<file path="config.mk">
export PLATFORM = sky130hd
export DESIGN_NAME = pcor_ctrl
export DESIGN_NICKNAME = d
export VERILOG_FILES = /design/src/hdl/pcor_us_tick.v /design/src/hdl/pcor_ctrl.v
export VERILOG_INCLUDE_DIRS = /design/src /design/src/hdl
export SDC_FILE = /design/constraint.sdc
export NUM_CORES = 1
export LEC_CHECK = 0
export BUFFER_PORTS_ARGS = -buffer_cell sky130_fd_sc_hd__buf_2
export CORE_MARGIN = 2
export CORE_UTILIZATION = 49
export CTS_CLUSTER_DIAMETER = 60
export DETAILED_ROUTE_END_ITERATION = 10
export GPL_TIMING_DRIVEN = 0
export PLACE_DENSITY = 0.84
export SYNTH_ARGS = -nofsm -noshare
export SYNTH_HDL_FRONTEND = slang
export SYNTH_SLANG_ARGS = --single-unit
</file>
<file path="constraint.sdc">
create_clock -name ref_clk -period 3.3 [get_ports ref_clk]
set_input_delay 0.33 -clock ref_clk [delete_from_list [all_inputs] [get_ports ref_clk]]
set_output_delay 0.33 -clock ref_clk [all_outputs]
set_load 0.05 [all_outputs]
</file>
<file path="src/hdl/pcor_map.vh">
// register map, field positions, reset values and timing counts of the offset ramp control
`ifndef PCOR_MAP_VH
`define PCOR_MAP_VH

// register byte addresses
`define PCOR_ADDR_THIRD_POLE     8'h00
`define PCOR_ADDR_XTAL_SWITCH    8'h04
`define PCOR_ADDR_OFFSET_CFG     8'h08
`define PCOR_ADDR_RAMP_STATUS    8'h0c

// third pole configuration fields
`define PCOR_TP_BYPASS_BIT       7
`define PCOR_TP_RES_MSB          6
`define PCOR_TP_RES_LSB          4
`define PCOR_TP_CAP_MSB          2
`define PCOR_TP_CAP_LSB          0
`define PCOR_TP_RESET            8'h44
`define PCOR_TP_WR_MASK          8'hf7

// crystal switch configuration fields
`define PCOR_XS_INTERVAL_MSB     29
`define PCOR_XS_INTERVAL_LSB     27
`define PCOR_XS_STEP_MSB         26
`define PCOR_XS_STEP_LSB         24
`define PCOR_XS_RAMP_EN_BIT      23
`define PCOR_XS_RESET            32'h09e1cf88
`define PCOR_XS_WR_MASK          32'h3fffffff

// offset configuration fields
`define PCOR_OC_OFFSET_MSB       3
`define PCOR_OC_OFFSET_LSB       0
`define PCOR_OC_BOOST_BIT        4
`define PCOR_OC_RESET            32'h00000000
`define PCOR_OC_WR_MASK          32'h0000001f

// ramp status fields
`define PCOR_RS_BOOST_BIT        4
`define PCOR_RS_BUSY_BIT         5

// third pole resistor step in ohms
`define PCOR_RES_STEP_OHM        13'd800

// time base
`define PCOR_CLK_PERIOD_NS       40
`define PCOR_STEP_UNIT_NS        1000
`define PCOR_CYC_PER_US          (`PCOR_STEP_UNIT_NS / `PCOR_CLK_PERIOD_NS)

`endif

</file>
<file path="src/hdl/pcor_us_tick.v">
// one microsecond tick generator with restart
`timescale 1ns/1ps
module pcor_us_tick
#(
   parameter CNT_W      = 8,
   parameter CYC_PER_US = 25
)
(
   input  wire ref_clk,
   input  wire rstn,
   input  wire restart,
   output reg  us_tick
);

   localparam integer     LAST_I = CYC_PER_US - 1;
   localparam [CNT_W-1:0] LAST   = LAST_I[CNT_W-1:0];

   reg [CNT_W-1:0] cnt_ff;

   // restart realigns the phase so the first interval is a full microsecond
   always @(posedge ref_clk)
   begin
      if (!rstn)
      begin
         cnt_ff  <= {CNT_W{1'b0}};
         us_tick <= 1'b0;
      end
      else if (restart)
      begin
         // start at one: the tick is registered, so this keeps the first step on time
         cnt_ff  <= {{(CNT_W-1){1'b0}}, 1'b1};
         us_tick <= 1'b0;
      end
      else if (cnt_ff == LAST)
      begin
         cnt_ff  <= {CNT_W{1'b0}};
         us_tick <= 1'b1;
      end
      else
      begin
         cnt_ff  <= cnt_ff + 1'b1;
         us_tick <= 1'b0;
      end
   end

endmodule // pcor_us_tick

</file>
<file path="src/hdl/pcor_ctrl.v">
// third pole settings and charge-pump offset ramp after a crystal switch
`timescale 1ns/1ps
`include "pcor_map.vh"
module pcor_ctrl
#(
   parameter OFS_W = 4,
   parameter ADR_W = 8
)
(
   input  wire             ref_clk,
   input  wire             rstn,
   input  wire [ADR_W-1:0] addr,
   input  wire [31:0]      wr_data,
   input  wire             wr_en,
   input  wire             rd_en,
   output reg  [31:0]      rd_data,
   input  wire             xtal_switch,
   output reg              third_pole_bypass,
   output reg  [2:0]       third_pole_resistor_code,
   output reg  [12:0]      third_pole_resistance_ohm,
   output reg  [2:0]       third_pole_capacitor_code,
   output reg  [OFS_W-1:0] working_pump_offset,
   output reg              working_offset_boost
);

   // one-hot ramp states
   localparam [3:0] ST_IDLE  = 4'h1;
   localparam [3:0] ST_RAMP  = 4'h2;
   localparam [3:0] ST_BWAIT = 4'h4;
   localparam [3:0] ST_ZWAIT = 4'h8;

   // zero codes are out of range; treat them as one so the ramp never stalls
   function [2:0] pcor_nonzero;
      input [2:0] v;
      begin
         pcor_nonzero = (v == 3'h0) ? 3'h1 : v;
      end
   endfunction

   function [12:0] pcor_res_ohm;
      input [2:0] c;
      begin
         pcor_res_ohm = {10'h000, c} * `PCOR_RES_STEP_OHM;
      end
   endfunction

   reg  [7:0]       tp_cfg_ff;
   reg  [31:0]      xs_cfg_ff;
   reg  [31:0]      oc_cfg_ff;
   reg  [3:0]       st_ff;
   reg  [3:0]       nxt_st;
   reg  [OFS_W-1:0] nxt_offset;
   reg              nxt_boost;
   reg  [2:0]       us_cnt_ff;
   reg  [2:0]       nxt_us_cnt;
   reg              second_ff;
   reg              nxt_second;
   reg              timer_restart;
   reg              sw_meta_ff;
   reg              sw_sync_ff;
   reg              sw_prev_ff;
   reg  [OFS_W:0]   step_sum;
   reg  [31:0]      nxt_rd_data;
   wire             us_tick;
   wire             sw_evt;
   wire             ramp_en;
   wire [2:0]       ivl_len;
   wire [2:0]       step_len;
   wire [OFS_W-1:0] prog_offset;
   wire             cfg_boost;
   wire             ivl_done;

   assign ramp_en     = xs_cfg_ff[`PCOR_XS_RAMP_EN_BIT];
   assign ivl_len     = pcor_nonzero(xs_cfg_ff[`PCOR_XS_INTERVAL_MSB:`PCOR_XS_INTERVAL_LSB]);
   assign step_len    = pcor_nonzero(xs_cfg_ff[`PCOR_XS_STEP_MSB:`PCOR_XS_STEP_LSB]);
   assign prog_offset = oc_cfg_ff[`PCOR_OC_OFFSET_MSB:`PCOR_OC_OFFSET_LSB];
   assign cfg_boost   = oc_cfg_ff[`PCOR_OC_BOOST_BIT];

   // microsecond base restarted with each sequence
   pcor_us_tick
   #(
      .CNT_W      (8),
      .CYC_PER_US (`PCOR_CYC_PER_US)
   )
   u_tick
   (
      .ref_clk (ref_clk),
      .rstn    (rstn),
      .restart (timer_restart),
      .us_tick (us_tick)
   );

   // switch detector output is asynchronous: two flops, then edge detect
   always @(posedge ref_clk)
   begin
      if (!rstn)
      begin
         sw_meta_ff <= 1'b0;
         sw_sync_ff <= 1'b0;
         sw_prev_ff <= 1'b0;
      end
      else
      begin
         sw_meta_ff <= xtal_switch;
         sw_sync_ff <= sw_meta_ff;
         sw_prev_ff <= sw_sync_ff;
      end
   end

   assign sw_evt = sw_sync_ff & ~sw_prev_ff;

   // interval ends when the tick count reaches the interval code
   assign ivl_done = us_tick & ({1'b0, us_cnt_ff} + 4'h1 >= {1'b0, ivl_len});

   // register writes; reserved bits are masked so they read as zero
   always @(posedge ref_clk)
   begin
      if (!rstn)
      begin
         tp_cfg_ff <= `PCOR_TP_RESET;
         xs_cfg_ff <= `PCOR_XS_RESET;
         oc_cfg_ff <= `PCOR_OC_RESET;
      end
      else if (wr_en)
      begin
         if (addr == `PCOR_ADDR_THIRD_POLE)
         begin
            tp_cfg_ff <= wr_data[7:0] & `PCOR_TP_WR_MASK;
         end
         else if (addr == `PCOR_ADDR_XTAL_SWITCH)
         begin
            xs_cfg_ff <= wr_data & `PCOR_XS_WR_MASK;
         end
         else if (addr == `PCOR_ADDR_OFFSET_CFG)
         begin
            oc_cfg_ff <= wr_data & `PCOR_OC_WR_MASK;
         end
      end
   end

   // read mux; unmapped addresses read zero
   always @*
   begin
      nxt_rd_data = 32'h00000000;
      if (addr == `PCOR_ADDR_THIRD_POLE)
      begin
         nxt_rd_data = {24'h000000, tp_cfg_ff};
      end
      else if (addr == `PCOR_ADDR_XTAL_SWITCH)
      begin
         nxt_rd_data = xs_cfg_ff;
      end
      else if (addr == `PCOR_ADDR_OFFSET_CFG)
      begin
         nxt_rd_data = oc_cfg_ff;
      end
      else if (addr == `PCOR_ADDR_RAMP_STATUS)
      begin
         nxt_rd_data[OFS_W-1:0]         = working_pump_offset;
         nxt_rd_data[`PCOR_RS_BOOST_BIT] = working_offset_boost;
         nxt_rd_data[`PCOR_RS_BUSY_BIT]  = ~st_ff[0];
      end
   end

   // read data valid only in the cycle after the strobe
   always @(posedge ref_clk)
   begin
      if (!rstn)
      begin
         rd_data <= 32'h00000000;
      end
      else if (rd_en)
      begin
         rd_data <= nxt_rd_data;
      end
      else
      begin
         rd_data <= 32'h00000000;
      end
   end

   // third pole outputs; bypass use is software's concern with integer divider
   always @(posedge ref_clk)
   begin
      if (!rstn)
      begin
         third_pole_bypass         <= 1'b0;
         third_pole_resistor_code  <= 3'h4;
         third_pole_resistance_ohm <= pcor_res_ohm(3'h4);
         third_pole_capacitor_code <= 3'h4;
      end
      else
      begin
         third_pole_bypass         <= tp_cfg_ff[`PCOR_TP_BYPASS_BIT];
         third_pole_resistor_code  <= tp_cfg_ff[`PCOR_TP_RES_MSB:`PCOR_TP_RES_LSB];
         third_pole_resistance_ohm <=
            pcor_res_ohm(tp_cfg_ff[`PCOR_TP_RES_MSB:`PCOR_TP_RES_LSB]);
         // capacitor code is already the value in pF
         third_pole_capacitor_code <= tp_cfg_ff[`PCOR_TP_CAP_MSB:`PCOR_TP_CAP_LSB];
      end
   end

   // ramp sequencer next state
   always @*
   begin
      nxt_st        = st_ff;
      nxt_offset    = working_pump_offset;
      nxt_boost     = working_offset_boost;
      nxt_us_cnt    = us_cnt_ff;
      nxt_second    = second_ff;
      timer_restart = 1'b0;
      step_sum      = {1'b0, working_pump_offset} + {{(OFS_W-2){1'b0}}, step_len};
      if (us_tick)
      begin
         nxt_us_cnt = ivl_done ? 3'h0 : us_cnt_ff + 3'h1;
      end
      case (st_ff)
         ST_IDLE:
         begin
            // at rest the working values follow the programmed ones
            nxt_offset = prog_offset;
            nxt_boost  = cfg_boost;
         end
         ST_RAMP:
         begin
            if (ivl_done)
            begin
               if (step_sum >= {1'b0, prog_offset})
               begin
                  nxt_offset = prog_offset;
                  nxt_st     = ST_BWAIT;
               end
               else
               begin
                  nxt_offset = step_sum[OFS_W-1:0];
               end
            end
            else if (working_pump_offset > prog_offset)
            begin
               // software lowered the target mid-ramp
               nxt_offset = prog_offset;
            end
         end
         ST_BWAIT:
         begin
            nxt_offset = prog_offset;
            if (ivl_done)
            begin
               nxt_boost = cfg_boost;
               nxt_st    = ST_IDLE;
            end
         end
         ST_ZWAIT:
         begin
            nxt_offset = prog_offset;
            if (ivl_done)
            begin
               if (second_ff)
               begin
                  nxt_boost = cfg_boost;
                  nxt_st    = ST_IDLE;
               end
               else
               begin
                  nxt_second = 1'b1;
               end
            end
         end
         default:
         begin
            nxt_st = ST_IDLE;
         end
      endcase
      // a switch with ramp disabled changes nothing
      if (sw_evt && ramp_en)
      begin
         nxt_offset    = {OFS_W{1'b0}};
         nxt_boost     = 1'b0;
         nxt_us_cnt    = 3'h0;
         nxt_second    = 1'b0;
         timer_restart = 1'b1;
         nxt_st        = (prog_offset == {OFS_W{1'b0}}) ? ST_ZWAIT : ST_RAMP;
      end
   end

   // ramp sequencer state and working outputs
   always @(posedge ref_clk)
   begin
      if (!rstn)
      begin
         st_ff                <= ST_IDLE;
         working_pump_offset  <= {OFS_W{1'b0}};
         working_offset_boost <= 1'b0;
         us_cnt_ff            <= 3'h0;
         second_ff            <= 1'b0;
      end
      else
      begin
         st_ff                <= nxt_st;
         working_pump_offset  <= nxt_offset;
         working_offset_boost <= nxt_boost;
         us_cnt_ff            <= nxt_us_cnt;
         second_ff            <= nxt_second;
      end
   end

endmodule // pcor_ctrl

</file>
======== Word-level counts from Yosys, hierarchy flattened ========
Index checks and enable logic that the tools add are counted.
operators by class
  $lt $le $gt $ge ......................... 3
  reductions and logical operators ........ 21
  div/mod/pow operators ................... 0
  shifts and indexed selects .............. 0
  equality and inequality tests ........... 18
  $add $sub $neg .......................... 4
  bitwise logic cells ..................... 9
  $mul .................................... 1
  muxes and demuxes ....................... 27
operator list
  operator               number
  $mux W4                10
  $mux W30               1
  $ne A3 B3 Y1 const B   6
  $eq A8 B4 Y1 const B   2
  $pmux W4 S4            1
  $mux W6                2
  $mux W3                3
  $reduce_or A3 Y1       3
  $add A8 B1 Y8 const B  1
  $eq A8 B3 Y1 const B   1
  $eq A8 B5 Y1 const B   1
  $logic_not A8 Y1       1
  $mul A3 B5 Y8 const B  1
  $mux W8                1
  $ne A2 B2 Y1 const B   4
  $pmux W4 S2            1
  $reduce_and A2 Y1      4
  $reduce_and A4 Y1      2
  $mux W1                7
  $not A1 Y1             7
  $logic_not A3 Y1       2
  $reduce_and A6 Y1      1
  $reduce_or A2 Y1       3
  $add A4 B3 Y5          1
  16 further kinds       17
word-level totals
  ROM bits ................................ 0
  memories kept ........................... 0
  bits of input ports ..................... 45
  output and inout port bits .............. 57
  latch bits .............................. 0
  word-level logic and storage cells ...... 105
  RAM bits ................................ 0
  bits in registers ....................... 117

======== Logic depth before layout (Yosys ltp) ========
  word-level depth ........................ 8
  depth in mapped cells ................... 11

======== Modules after synthesis ========
Synthesis repeated with hierarchy kept, for this count alone.
unflattened totals
  cell total of the unflattened synthesis .. 485
  area, all modules ....................... 4536.9 um2
modules (own cells, without submodules)
  module        cells an instance  instances  area an instance (um2)
  pcor_ctrl     440                1          4134.0
  pcor_us_tick  45                 1          402.9

======== Worst setup path before layout ========
OpenSTA, ideal clock, no wires.
  path kind ............................... register to register
  start point ............................. register working_pump_offset[0]
  end point ............................... register working_pump_offset[2]
  path slack .............................. 0.452 ns
  required time ........................... 3.178 ns
  cell stages (with the launch flop) ...... 11
  path buffers ............................ 0
  clock period less this slack ............ 2.848 ns
  arrival ................................. 2.727 ns
  cells stage by stage .................... dfxtp_1 -> ha_1 -> fa_1 -> xor2_1 -> ha_1 -> a21oi_1 -> o21ai_1 -> a221oi_2 -> nor3b_4 -> mux2i_1 -> o22ai_1
between the ends
  longest elaborated chain between the ends .. 5
  elaborated cells between the ends (all ways) .. 8
  those cells by class .................... add/sub: 1; order compare: 2; eq/ne: 1; mux: 3; reduce/logical: 1
ends and longest elaborated chain
  element                 line             source
  start, declared         pcor_ctrl.v:22   output reg [OFS_W-1:0] working_pump_offset,
  start signal, assigned  pcor_ctrl.v:292  working_pump_offset <= {OFS_W{1'b0}};
  start signal, assigned  pcor_ctrl.v:300  working_pump_offset <= nxt_offset;
  $add A4 B3 Y5           pcor_ctrl.v:212  step_sum = {1'b0, working_pump_offset} + {{(OFS_W-2){1'b0}}, step_len};
  $ge A5 B4 Y1            pcor_ctrl.v:228  if (step_sum >= {1'b0, prog_offset})
  $mux W4                 pcor_ctrl.v:228
  $mux W4                 pcor_ctrl.v:226  if (ivl_done)
  $pmux W4 S2             pcor_ctrl.v:217  case (st_ff)
Several ways; a longest one is shown, not always the timed one.
A chain may end at the register's enable or synchronous reset.

======== Worst setup path in the final report ========
  start point ............................. register xs_cfg_ff[25]
  end point ............................... register working_pump_offset[3]
between the ends
  longest elaborated chain between the ends .. 7
ends and longest elaborated chain
  element                 line             source
  start, declared         pcor_ctrl.v:48   reg [31:0] xs_cfg_ff;
  start signal, assigned  pcor_ctrl.v:121  xs_cfg_ff <= `PCOR_XS_RESET;
  start signal, assigned  pcor_ctrl.v:132  xs_cfg_ff <= wr_data & `PCOR_XS_WR_MASK;
  $logic_not A3 Y1        pcor_ctrl.v:36   pcor_nonzero = (v == 3'h0) ? 3'h1 : v;
  $mux W3 (*)             pcor_ctrl.v:36
  $add A4 B3 Y5 (*)       pcor_ctrl.v:212
  $ge A5 B4 Y1            pcor_ctrl.v:228
  $mux W4 (*)             pcor_ctrl.v:228
  $mux W4 (*)             pcor_ctrl.v:226
  $pmux W4 S2 (*)         pcor_ctrl.v:217
Mark *: on every way between the ends. The rest lies on a longest branch, timed or not.

==> key figures <==
Clock tree
  – Hold buffer count at cts: 0
  – CTS tree: built
  – CTS buffer count: 9
  – Clock net sink count: 108
  – Worst-Skew Late Latency: 0.37 ns
  – Clock edge transition at the registers on the reported setup and hold paths: roughly 0.11 ns
  – Post-CTS sizing: 0
  – CTS Buffer Depth: 2
  – Root Buffer Master: clkbuf_8
  – Postcts setup bufs: 0
  – H-tree Lvls: 3

Timing
  – Final Skew: 0.008264 ns
  – Final Critical Period: 3.070 ns
  – Final Hold Viols: 0
  – Final setup violation count: 0
  – Final Slew Violations: 0
  – Period Utilization, post-route: 0.9302
  – RSZ-0062 raised after global routing: no
  – Final setup TNS: 0 ns
  – Slew at the pin closest to its max-slew limit: 0.5832 ns
  – Fmax: around 330 MHz
  – Slew HR: 0.6112

Setup path
  – CP arrival: 3.32 ns
  – Worst setup path startpoint: xs_cfg_ff[25]
  – CP required: 3.56 ns
  – Startpoint types: register
  – Crit path to: working_pump_offset[3]
  – CP max FO: 5
  – R2R Setup Slk: about 0.23 ns
  – Crit. End Element: register
  – R2R Path End: working_pump_offset[3]
  – Critical R2R Launch: xs_cfg_ff[25]
  – R2R depth: 11
  – WS Path Type: register to register

Finish
  – Fill count: ~800
  – Ant diodes: 0
  – Util after Layout: 0.5876
  – Layout area overhead: 18.12%
  – Fraction of layout cells with a size suffix above 1: 0.2351
  – Sequential cell area: 0.002162 mm²
  – Post-layout nets: 666
  – Multi-input logic area: 0.002110 mm²

Synth
  – Synth top area share: 0.4795
  – Yosys reg bits: 108
  – Number of distinct library cells after synthesis: 53
  – Sequential share of the synthesized area: 0.4795
  – Biggest area consumer among synthesized cells: dfxtp_1
  – Mapped Area: between 0.004 and 0.005 mm²
  – Number of synthesis warnings: 0
  – Mean Syn Cell Area: 9.184 µm²
  – Post-synth EDFFs: 0
  – Commonest cells in the netlist: dfxtp_1 (108), nand2_1 (95), and2_1 (33)
  – Count leader, synth: dfxtp_1
  – Post-synth top flop: dfxtp_1
  – Mapped Cells: 491
  – Ys async rst share: 0
  – Main area contributors after synthesis: dfxtp_1 (48%), nand2_1 (7.9%), ha_1 (5.8%)

Floorplan
  – I/O pins: 102
  – Die area: 0.009986 mm²
  – Initial Util: 0.4974
  – Row cnt: 35
  – Core ar.: around 0.0091 mm²
  – Chip height: 99.93 µm
  – Die W: 99.93 µm

Flow run
  – Max-cap violations: 0

Place
  – PortBufs: roughly 90
  – Post-DP HPWL: 7838 µm
  – Placer Congestion: 0.8976

Drt
  – Routed WL per cell: 14.56 µm
  – Via Count: 3,731
  – Residual DRC: 0
  – Drt via density: 5.218
  – Iteration-0 DRC Markers: 189
  – Post-Route WL: 10,410 µm
  – DR pass1 iterations: 6
  – Final ANT Viol Nets: 0

Global routing
  – GRT Util Overall: 0.2107
  – Vias in the first global route: 3,636
  – First-pass GRT wire length: approximately 17,000 µm
  – Number of antenna violations at the first check in global routing: 0
  – Largest net degree at the start of global routing: 21
  – Grt ovf: 0

Status
  – Status: completed

Power and ir drop
  – Max VDD drop: 0.2296 mV
  – Cell leakage power: 0.002476 µW
  – P per Cell Area: 424.7 mW/mm²

Min path
  – HP Class: primary input to register
## stage by stage
| step | std cells | worst slack, ns | area [µm²] | hold WS, ns | total power [µW] |
|---|---|---|---|---|---|
| finish | 715 | 0.2303 | 5326 | 0.1578 | 2262 |
| global route | 715 | 0.02476 | 5326 | 0.1584 | 2337 |
| CTS | 715 | 0.2523 | 5326 | 0.1476 | 2268 |
| detailed placement | 699 | 0.2807 | 5126 | 0.4233 | 1492 |
| global placement | 699 | 0.2874 | 5126 | 0.4198 | 1487 |
| floorplan | 497 | 0.4517 | 4532 | 0.4119 | 1439 |
## power by group
part,switching (µW),internal (µW)
clock network,482,317
logic,87.4,56.5
registers,8.77,1310
total,578,1680
## sequential cells by signal, indices dropped and copies added (netlist names)
signal                     cells
sw_meta_ff                     1
us_cnt_ff                      3
second_ff                      1
rd_data                       30
u_tick.us_tick                 1
st_ff                          4
working_offset_boost           1
oc_cfg_ff                      5
tp_cfg_ff                      7
working_pump_offset            4
third_pole_resistor_code       2
sw_sync_ff                     1
xs_cfg_ff                     30
u_tick.cnt_ff                  8
third_pole_resistance_ohm      5
third_pole_capacitor_code      3
third_pole_bypass              1
sw_prev_ff                     1
## cell type report
| cell class | count | area share |
|---|---|---|
| multi-input combinational | 342 | 0.3961 |
| buffer | 34 | 0.03970 |
| tap | 111 | 0.02607 |
| inverter | 13 | 0.009161 |
| timing repair buffer | 91 | 0.08551 |
| clock inverter | 6 | 0.01175 |
| sequential | 108 | 0.4059 |
| clock buffer | 10 | 0.02584 |
## layout by cell type (no fill, tap or decap), types with 3 or more instances in the layout
cell type / n
nand2_1: 95
nand3_1: 28
a21boi_0: 7
ha_1: 21
inv_1: 12
inv_6: 3
o21ai_0: 8
clkbuf_1: 11
or3_1: 3
and2_1: 33
nand2b_1: 5
clkbuf_8: 10
nor3_1: 4
a21oi_1: 11
mux2i_1: 15
buf_2: 98
nor4_1: 3
xnor2_1: 4
conb_1: 7
dfxtp_1: 108
a21boi_1: 16
nor2b_1: 7
nor2_1: 28
buf_6: 4
nand4_1: 3
buf_4: 12
a2111oi_0: 4
xor2_1: 8
## routing by layer
metal  global-route usage  vias up  share of wire
met5                    0        -              0
met3              0.03691       22          0.057
met2               0.3581      130           0.49
li1                     -     1840              -
met1               0.2606     1739           0.43
met4              0.09905        0          0.022
## worst max-delay path, stage by stage, from the launching register on
cell and delay [ns]:
dfxtp_1 0.45, o21bai_1 0.13, ha_1 0.22, fa_1 0.40
xor2_1 0.22, ha_1 0.27, a21oi_1 0.12, o21ai_1 0.09
a221oi_2 0.32, nor3b_4 0.38, mux2i_1 0.27, a21oi_1 0.10
## logic make-up (layout without fill, tap and decap cells)
group	count (synthesis)	after routing	share of synthesized area
muxes	16	16	0.03579
other	1	7	0.0008316
buffers and inverters	47	154	0.05771
xor gates and xnor gates	12	12	0.02331
AOI/OAI and AO/OA	65	65	0.1018
adders and majority gates	22	22	0.06271
and+or+nand+nor	220	220	0.2384
DFF	108	108	0.4795
## how the worst min path moves through the flow
stage,start,slack [ns],to,cells after the start
global placement,sw_meta_ff,0.42,sw_sync_ff,1
CTS,wr_data[10],0.15,xs_cfg_ff[10],3
global route,wr_data[10],0.16,xs_cfg_ff[10],3
finish,wr_data[10],0.16,xs_cfg_ff[10],3
detailed placement,sw_meta_ff,0.42,sw_sync_ff,1
floorplan,sw_meta_ff,0.41,sw_sync_ff,1
Power figures use the tool's default switching activity.
